**src/design/sar_ctrl_pkg.sv**
```systemverilog
`default_nettype none
package sar_ctrl_pkg;
  localparam int RES_BITS = 12;
  localparam int CLK_MHZ = 125;
  localparam int WAIT_NS = 10000;
  localparam int WAIT_CYC = (WAIT_NS * CLK_MHZ + 999) / 1000;
  localparam int CNT_W = 12;
  localparam logic [RES_BITS-1:0] TOP_BIT = 12'h800;

  typedef struct packed {
    logic sw_start;
    logic trig;
    logic single_conversion_select;
    logic wake;
  } ctrl_in_t;

  typedef struct packed {
    logic done;
    logic status;
    logic busy;
    logic ready;
  } stat_out_t;

  typedef enum logic [3:0] {
    ST_WAIT = 4'h1,
    ST_IDLE = 4'h2,
    ST_CONV = 4'h4,
    ST_HOLD = 4'h8
  } state_t;
endpackage
`default_nettype wire

```
**src/design/sar_approx.sv**
```systemverilog
`default_nettype none
module sar_approx #(
  parameter int W = 12
) (
  // clock and reset
  input wire logic clk,
  input wire logic sys_rst,
  // control
  input wire logic go,
  input wire logic cmp_hi,
  output logic [W-1:0] dac_code,
  output logic fin
);
  logic [W-1:0] code_r, code_nxt;
  logic [W-1:0] bit_r, bit_nxt;
  logic fin_r, fin_nxt;

  always_comb begin
    code_nxt = code_r;
    bit_nxt = bit_r;
    fin_nxt = 1'b0;
    if (go) begin
      code_nxt = {1'b1, {(W-1){1'b0}}};
      bit_nxt = {1'b1, {(W-1){1'b0}}};
    end else if (bit_r != '0) begin
      // keep or drop current trial bit, then try the next lower one
      code_nxt = cmp_hi ? code_r : (code_r & ~bit_r);
      bit_nxt = bit_r >> 1;
      if (bit_r[0]) begin
        fin_nxt = 1'b1;
      end else begin
        code_nxt = code_nxt | (bit_r >> 1);
      end
    end
  end

  always_ff @(posedge clk) begin
    if (sys_rst) begin
      code_r <= '0;
      bit_r <= '0;
      fin_r <= 1'b0;
    end else begin
      code_r <= code_nxt;
      bit_r <= bit_nxt;
      fin_r <= fin_nxt;
    end
  end

  assign dac_code = code_r;
  assign fin = fin_r;

  msb_first_a: assert property (@(posedge clk) disable iff (sys_rst)
    go |=> bit_r[W-1] && dac_code[W-1])
    else $error("trial does not start at msb");
  conv_len_a: assert property (@(posedge clk) disable iff (sys_rst)
    fin |-> $past(go, W + 1))
    else $error("conversion length wrong");
  fin_due_a: assert property (@(posedge clk) disable iff (sys_rst)
    (bit_r == {{(W-1){1'b0}}, 1'b1} && !go) |=> fin)
    else $error("lsb trial did not finish");
endmodule
`default_nettype wire

```
**src/design/sar_adc_conversion_control.sv**
```systemverilog
`default_nettype none
module sar_adc_conversion_control
  import sar_ctrl_pkg::*;
#(
  parameter int WAIT_CYCLES = sar_ctrl_pkg::WAIT_CYC
) (
  // clock and reset
  input wire logic clk,
  input wire logic sys_rst,
  // control side
  input wire sar_ctrl_pkg::ctrl_in_t ctrl,
  input wire logic result_rd,
  // analog core
  input wire logic cmp_hi,
  output logic [sar_ctrl_pkg::RES_BITS-1:0] dac_code,
  // result and status
  output logic [sar_ctrl_pkg::RES_BITS-1:0] result,
  output sar_ctrl_pkg::stat_out_t stat
);
  import sar_ctrl_pkg::*;

  // ---------------------------------------------------------------
  // state
  // ---------------------------------------------------------------
  state_t st_r, st_nxt;
  logic [CNT_W-1:0] cnt_r, cnt_nxt;
  logic [RES_BITS-1:0] res_r, res_nxt;
  logic done_r, done_nxt;
  logic stat_r, stat_nxt;
  logic trig_d_r, trig_d_nxt;
  logic go, fin, start_req, trig_edge;

  assign trig_edge = ctrl.trig & ~trig_d_r;
  // one conversion per trigger edge; continuous retriggers itself
  assign start_req = ctrl.sw_start | trig_edge;

  sar_approx #(.W(RES_BITS)) u_sar (
    .clk(clk),
    .sys_rst(sys_rst),
    .go(go),
    .cmp_hi(cmp_hi),
    .dac_code(dac_code),
    .fin(fin)
  );

  // ---------------------------------------------------------------
  // sequencing
  // ---------------------------------------------------------------
  always_comb begin
    st_nxt = st_r;
    cnt_nxt = cnt_r;
    res_nxt = res_r;
    done_nxt = done_r;
    stat_nxt = stat_r;
    trig_d_nxt = ctrl.trig;
    go = 1'b0;
    // read clears flags unless a new result lands this cycle
    if (result_rd) begin
      done_nxt = 1'b0;
      stat_nxt = 1'b0;
    end
    case (st_r)
      ST_WAIT: begin
        if (cnt_r >= CNT_W'(WAIT_CYCLES - 1)) begin
          st_nxt = ST_IDLE;
        end else begin
          cnt_nxt = cnt_r + 1'b1;
        end
      end
      ST_IDLE: begin
        if (start_req) begin
          go = 1'b1;
          st_nxt = ST_CONV;
        end
      end
      ST_CONV: begin
        // start requests ignored here
        if (fin) begin
          res_nxt = dac_code;
          done_nxt = 1'b1;
          stat_nxt = 1'b1;
          if (!ctrl.single_conversion_select) begin
            go = 1'b1;
          end else begin
            st_nxt = ST_IDLE;
          end
        end
      end
      default: begin
        st_nxt = ST_IDLE;
      end
    endcase
    // wake aborts any conversion and restarts the ready wait
    if (ctrl.wake) begin
      st_nxt = ST_WAIT;
      cnt_nxt = '0;
      go = 1'b0;
    end
  end

  always_ff @(posedge clk) begin
    if (sys_rst) begin
      st_r <= ST_WAIT;
      cnt_r <= '0;
      res_r <= '0;
      done_r <= 1'b0;
      stat_r <= 1'b0;
      trig_d_r <= 1'b0;
    end else begin
      st_r <= st_nxt;
      cnt_r <= cnt_nxt;
      res_r <= res_nxt;
      done_r <= done_nxt;
      stat_r <= stat_nxt;
      trig_d_r <= trig_d_nxt;
    end
  end

  assign result = res_r;

  // status outputs decode the registered state
  always_comb begin
    stat.done = done_r;
    stat.status = stat_r;
    stat.busy = (st_r == ST_CONV);
    stat.ready = (st_r != ST_WAIT);
  end

  // ---------------------------------------------------------------
  // checks: ready wait
  // ---------------------------------------------------------------
  no_early_a: assert property (@(posedge clk) disable iff (sys_rst)
    (st_r == ST_WAIT) |-> !go)
    else $error("conversion began before ready wait");
  wait_len_a: assert property (@(posedge clk) disable iff (sys_rst)
    ($rose(st_r == ST_IDLE) && $past(st_r) == ST_WAIT)
      |-> $past(cnt_r) == CNT_W'(WAIT_CYCLES - 1))
    else $error("ready wait length wrong");
  wake_wait_a: assert property (@(posedge clk) disable iff (sys_rst)
    ctrl.wake |=> (st_r == ST_WAIT) && !stat.ready)
    else $error("wake did not restart ready wait");
  wake_go_a: assert property (@(posedge clk) disable iff (sys_rst)
    ctrl.wake |-> !go)
    else $error("conversion began during wake");
  cnt_clear_a: assert property (@(posedge clk) disable iff (sys_rst)
    ctrl.wake |=> cnt_r == '0)
    else $error("ready wait counter not cleared");
  cnt_range_a: assert property (@(posedge clk) disable iff (sys_rst)
    (st_r == ST_WAIT) |-> cnt_r <= CNT_W'(WAIT_CYCLES - 1))
    else $error("ready wait counter overran");
  ready_keep_a: assert property (@(posedge clk) disable iff (sys_rst)
    (stat.ready && !ctrl.wake) |=> stat.ready)
    else $error("ready dropped without wake");
  wait_refuse_a: assert property (@(posedge clk) disable iff (sys_rst)
    (st_r == ST_WAIT && ctrl.sw_start) |=> !stat.busy)
    else $error("start taken during ready wait");

  // ---------------------------------------------------------------
  // checks: starts and modes
  // ---------------------------------------------------------------
  start_a: assert property (@(posedge clk) disable iff (sys_rst)
    (st_r == ST_IDLE && ctrl.sw_start && !ctrl.wake) |=> stat.busy)
    else $error("start not taken");
  trig_start_a: assert property (@(posedge clk) disable iff (sys_rst)
    (st_r == ST_IDLE && trig_edge && !ctrl.wake) |=> stat.busy)
    else $error("trigger edge not taken");
  go_busy_a: assert property (@(posedge clk) disable iff (sys_rst)
    (go && !ctrl.wake) |=> stat.busy)
    else $error("started conversion not busy");
  idle_quiet_a: assert property (@(posedge clk) disable iff (sys_rst)
    (st_r == ST_IDLE && !start_req) |-> !go)
    else $error("conversion began without request");
  busy_ignore_a: assert property (@(posedge clk) disable iff (sys_rst)
    (st_r == ST_CONV && !fin) |-> !go)
    else $error("restart during conversion");
  trig_lost_a: assert property (@(posedge clk) disable iff (sys_rst)
    (st_r == ST_CONV && trig_edge && !fin) |-> !go)
    else $error("trigger taken during conversion");
  trig_once_a: assert property (@(posedge clk) disable iff (sys_rst)
    (st_r == ST_IDLE && ctrl.trig && trig_d_r && !ctrl.sw_start) |-> !go)
    else $error("held trigger restarted");
  single_go_a: assert property (@(posedge clk) disable iff (sys_rst)
    (st_r == ST_CONV && ctrl.single_conversion_select) |-> !go)
    else $error("single mode restarted itself");
  single_conversion_select_a: assert property (@(posedge clk) disable iff (sys_rst)
    (st_r == ST_CONV && fin && ctrl.single_conversion_select
      && !ctrl.wake) |=> st_r == ST_IDLE)
    else $error("single mode did not stop");
  cont_run_a: assert property (@(posedge clk) disable iff (sys_rst)
    (st_r == ST_CONV && fin && !ctrl.single_conversion_select
      && !ctrl.wake) |=> st_r == ST_CONV)
    else $error("continuous mode stopped");
  cont_done_a: assert property (@(posedge clk) disable iff (sys_rst)
    (st_r == ST_CONV && fin && !ctrl.single_conversion_select
      && !ctrl.wake) |=> stat.done)
    else $error("continuous result not requested");

  // ---------------------------------------------------------------
  // checks: completion
  // ---------------------------------------------------------------
  done_set_a: assert property (@(posedge clk) disable iff (sys_rst)
    (st_r == ST_CONV && fin && !ctrl.wake) |=> stat.done && stat.status
      && result == $past(dac_code))
    else $error("completion not flagged");
  done_hold_a: assert property (@(posedge clk) disable iff (sys_rst)
    (stat.done && !result_rd && !ctrl.wake) |=> stat.done)
    else $error("done dropped before read");
  done_clr_a: assert property (@(posedge clk) disable iff (sys_rst)
    (result_rd && !(st_r == ST_CONV && fin)) |=> !stat.done)
    else $error("done not cleared by read");
  status_hold_a: assert property (@(posedge clk) disable iff (sys_rst)
    (stat.status && !result_rd) |=> stat.status)
    else $error("status dropped before read");
  status_clr_a: assert property (@(posedge clk) disable iff (sys_rst)
    (result_rd && !(st_r == ST_CONV && fin)) |=> !stat.status)
    else $error("status not cleared by read");
  done_src_a: assert property (@(posedge clk) disable iff (sys_rst)
    $rose(stat.done) |-> $past(st_r == ST_CONV && fin))
    else $error("done raised without completion");
  res_keep_a: assert property (@(posedge clk) disable iff (sys_rst)
    !(st_r == ST_CONV && fin) |=> $stable(result))
    else $error("result changed outside completion");
endmodule
`default_nettype wire

```
**config.mk**
```make
export PLATFORM = sky130hd
export DESIGN_NAME = sar_adc_conversion_control
export DESIGN_NICKNAME = d
export VERILOG_FILES = /design/src/design/sar_ctrl_pkg.sv /design/src/design/sar_approx.sv /design/src/design/sar_adc_conversion_control.sv
export SDC_FILE = /design/constraint.sdc
export NUM_CORES = 1
export LEC_CHECK = 0
export BUFFER_PORTS_ARGS = -buffer_cell sky130_fd_sc_hd__buf_4
export CORE_ASPECT_RATIO = 0.9
export CORE_MARGIN = 5
export CORE_UTILIZATION = 34
export DETAILED_ROUTE_END_ITERATION = 8
export PLACE_DENSITY = 0.65
export RECOVER_POWER = 50
export SYNTH_ARGS = -nofsm -noshare
export SYNTH_HDL_FRONTEND = slang
export SYNTH_SLANG_ARGS = --single-unit
```
**constraint.sdc**
```tcl
create_clock -name clk -period 2.2 [get_ports clk]
set_input_delay 0.11 -clock clk [delete_from_list [all_inputs] [get_ports clk]]
set_output_delay 0.11 -clock clk [all_outputs]
set_load 0.05 [all_outputs]
```
==> metrics.md <==
| Metric | Value |
|---|---|
| Final antenna-violating net count | `0` |
| Syn_nets | `257` |
| Post-layout util | `0.407` |
| CTS Buf Count | `5` |
| Area of the mapped netlist | `2100 um2` |
| Pwr Total | `1.76 mW` |
| Worst path buffer plus inverter count | `2` |
| Ordered cell list for the critical path | `inv_1 > ha_1 > or4b_4 > o211ai_4 > nand3_2 > buf_4 > xnor2_1 > nor2_1` |
| Flop pwr share | `0.570` |
| Die W | `92.8 um` |
| Final Critical Period | `2090 ps` |
| Cell depth of the worst hold path | `2` |
| Place WS | `63.8 ps` |
| Clk_lat worst skew | `310 ps` |
| Vias per cell | `4.88` |
| Diode count | `0` |
| CP Max Fanout | `7` |
| Crit start category | `flip-flop` |
| WP data arrival | `2280 ps` |
| Area after DPL | `2410 um2` |
| GR Overflow Total | `0` |
| Top delay family on crit path | `simple AND/OR/NAND/NOR gates` |
| CTS sink cnt | `55` |
| Register area share after synthesis | `0.525` |
| Pwr/cell area | `717 nW/um2` |
| Initial antenna violation count | `0` |
| Net Switching | `392 uW` |
| Worst Tran Pin Value | `971 ps` |
| Synth Instances | `246` |
| Clock transition at path regs | `100 ps` |
| Initial DRC count | `40` |
| DP HPWL | `3180 um` |
| Setup Skew | `10.6 ps` |
| Largest stage delay, worst path | `490 ps` |
| Io pins | `36` |
| Clk root buf | `clkbuf_8` |
| Vert. Die Dim | `84.5 um` |
| HP Start | `ctrl[2]` |
| Final Setup Violations | `0` |
| Worst Path Required | `2380 ps` |
| PortBufs | `35` |
| Die area | `7840 um2` |
| P_leak | `0.884 nW` |
| H-Tree Depth | `2` |
| Yosys warns | `0` |
| Mean post-synth cell area | `8.52 um2` |
| Drt first pass iters | `4` |
| Clock share of power | `0.398` |
| Comb pwr share | `0.032` |
| Synth Register Bits | `55` |
| Final hold vios | `0` |
| CORE AREA | `6050 um2` |
| Worst Slack Setup Final | `106 ps` |
| Worst path slowest cell | `or4b_4` |
| Power Internal | `1.37 mW` |
| Fmax | `478 MHz` |
| Initial core utilization | `0.347` |
| Hold worst-path end | `trig_d_r` |
| HP Class | `in2reg` |
| Total detailed-routing wirelength | `4510 um` |
| FILL cells | `633` |
| Placed cell count | `342` |
| Synth-to-Final Area Change | `17.3%` |
| Final Max Tran Viols | `0` |
| Vias in the first global route | `1,650` |
| RR Startpoint | `cnt_r[1]` |
| Drt drc | `0` |
| CTS tree | `yes` |
| Setup CP Type | `reg2reg` |
| Max cap viols | `0` |
| Switching Fraction | `0.222` |
| Yosys cell types | `30` |
| Wirelength per Cell | `12.7 um` |
| Largest net degree at the start of global routing | `24` |
| Clk buf depth | `2` |
| Relative slew slack | `0.353` |
| Via count | `1,739` |
| Final worst path period share | `0.952` |
| Layout cells sized above 1 | `0.0951` |
| Final instance area | `2460 um2` |
| GPL Wtd Cong | `0.747` |
| Post-route insts no fill | `356` |
| GR Util All Layers | `0.118` |
| FP Rows | `27` |
| First-pass GRT wire length | `7500 um` |
| Final nets | `294` |
| CP Capture Type | `flip-flop` |
| Worst vdd ir | `332 uV` |
| Outcome | `finished clean` |
| R2r endpoint | `cnt_r[0]` |
| R2r worst-path depth | `8` |
| Flop2flop setup slack | `110 ps` |
placed cells by master, fill, tap and decap left out, types with 2 or more instances in the layout:
cell	count
clkbuf_8	5
nor4_1	3
clkbuf_1	29
and3_1	4
ha_1	3
dfxtp_1	54
nor2b_1	12
and2_1	2
inv_1	16
buf_4	13
or3_1	6
nor2_1	20
xnor2_1	2
nand4_1	5
o21ai_1	9
a21oi_1	23
nand2b_1	2
nand2_1	33
nand3_1	4
o21ai_0	24
cells in the mapped netlist:
master | instances | share of area
a21o_1 | 1 | 0.0036
a21oi_1 | 23 | 0.055
and2_1 | 3 | 0.0090
and3_1 | 4 | 0.012
buf_1 | 1 | 0.0018
buf_4 | 2 | 0.0072
buf_6 | 1 | 0.0054
clkbuf_1 | 9 | 0.016
dfxtp_1 | 55 | 0.53
ha_1 | 3 | 0.018
inv_1 | 16 | 0.029
nand2_1 | 33 | 0.059
nand2b_1 | 2 | 0.0060
nand3_1 | 4 | 0.0095
nand3_4 | 1 | 0.0084
nand4_1 | 5 | 0.015
nor2_1 | 20 | 0.036
nor2b_1 | 12 | 0.036
nor3b_1 | 1 | 0.0036
nor4_1 | 3 | 0.0090
o211ai_1 | 1 | 0.0036
o211ai_4 | 1 | 0.010
o21ai_0 | 23 | 0.055
o21ai_1 | 10 | 0.024
or2_2 | 1 | 0.0030
or3_1 | 6 | 0.018
or3b_2 | 1 | 0.0042
or4b_4 | 1 | 0.0066
xnor2_1 | 2 | 0.0084
xor2_1 | 1 | 0.0042
power by group through the flow:
| stage | clock (mW) | sequential, mW | combinational (mW) |
|---|---|---|---|
| floorplan | 0 | 1.03 | 0.0300 |
| global placement | 0 | 1.03 | 0.0586 |
| detailed placement | 0 | 1.03 | 0.0590 |
| CTS | 0.726 | 1.00 | 0.0591 |
| global route | 0.769 | 1.01 | 0.0612 |
| finish | 0.702 | 1.00 | 0.0558 |
flip-flops by register name (all words and copies together), names as in the netlist, 3 cells and up:
register	flops
cnt_r	12
st_r	3
u_sar.bit_r	12
u_sar.dac_code	12
result	12
worst max-delay path by stage:
stage,start,slack [ps],to,depth (start not counted)
3_5_place_dp,cnt_r[1],60,cnt_r[6],7
3_3_place_gp,cnt_r[1],140,cnt_r[6],7
5_1_grt,cnt_r[1],-10,cnt_r[0],8
4_1_cts,cnt_r[1],30,cnt_r[8],7
6_report,cnt_r[1],110,cnt_r[0],8
2_1_floorplan,st_r[0],30,u_sar.dac_code[10],6
what timing repair did:
item	in CTS	in global routing
setup endpoints to repair	0	6
setup buffers	0	5
hold buffers	0	0
gates resized for setup	0	1
metal layers:
layer	GRT usage	wire, um	vias up
li1	-	-	891
met1	0.149	2070	817
met2	0.190	2190	22
met3	0.0349	180	9
met4	0.0453	65	0
met5	0	0	-
logic make-up after synthesis:
kind of cell,after synthesis,synth area share
and+or+nand+nor,97,0.234
AOI/OAI and AO/OA,59,0.151
DFF,55,0.525
buffers and inverters,29,0.0591
xor gates and xnor gates,3,0.0125
adders and majority gates,3,0.0179
cell type report:
| type | count | area [um2] | share of cell area |
|---|---|---|---|
| clock buffer | 5 | 68.8 | 0.0280 |
| tap | 72 | 90.1 | 0.0366 |
| inverter | 16 | 60.1 | 0.0244 |
| sequential | 55 | 1100 | 0.448 |
| timing repair buffer | 42 | 206 | 0.0839 |
| multi-input combinational | 163 | 882 | 0.359 |
| clock inverter | 3 | 50.0 | 0.0203 |
per-stage QoR:
stage / TNS, ps / hold WS (ps)
3_5_place_dp: 0 / 336
5_1_grt: -13.2 / 7.10
2_1_floorplan: 0 / 238
6_report: 0 / 12.1
4_1_cts: 0 / 4.12
3_3_place_gp: 0 / 331
Power figures use the tool's default switching activity.
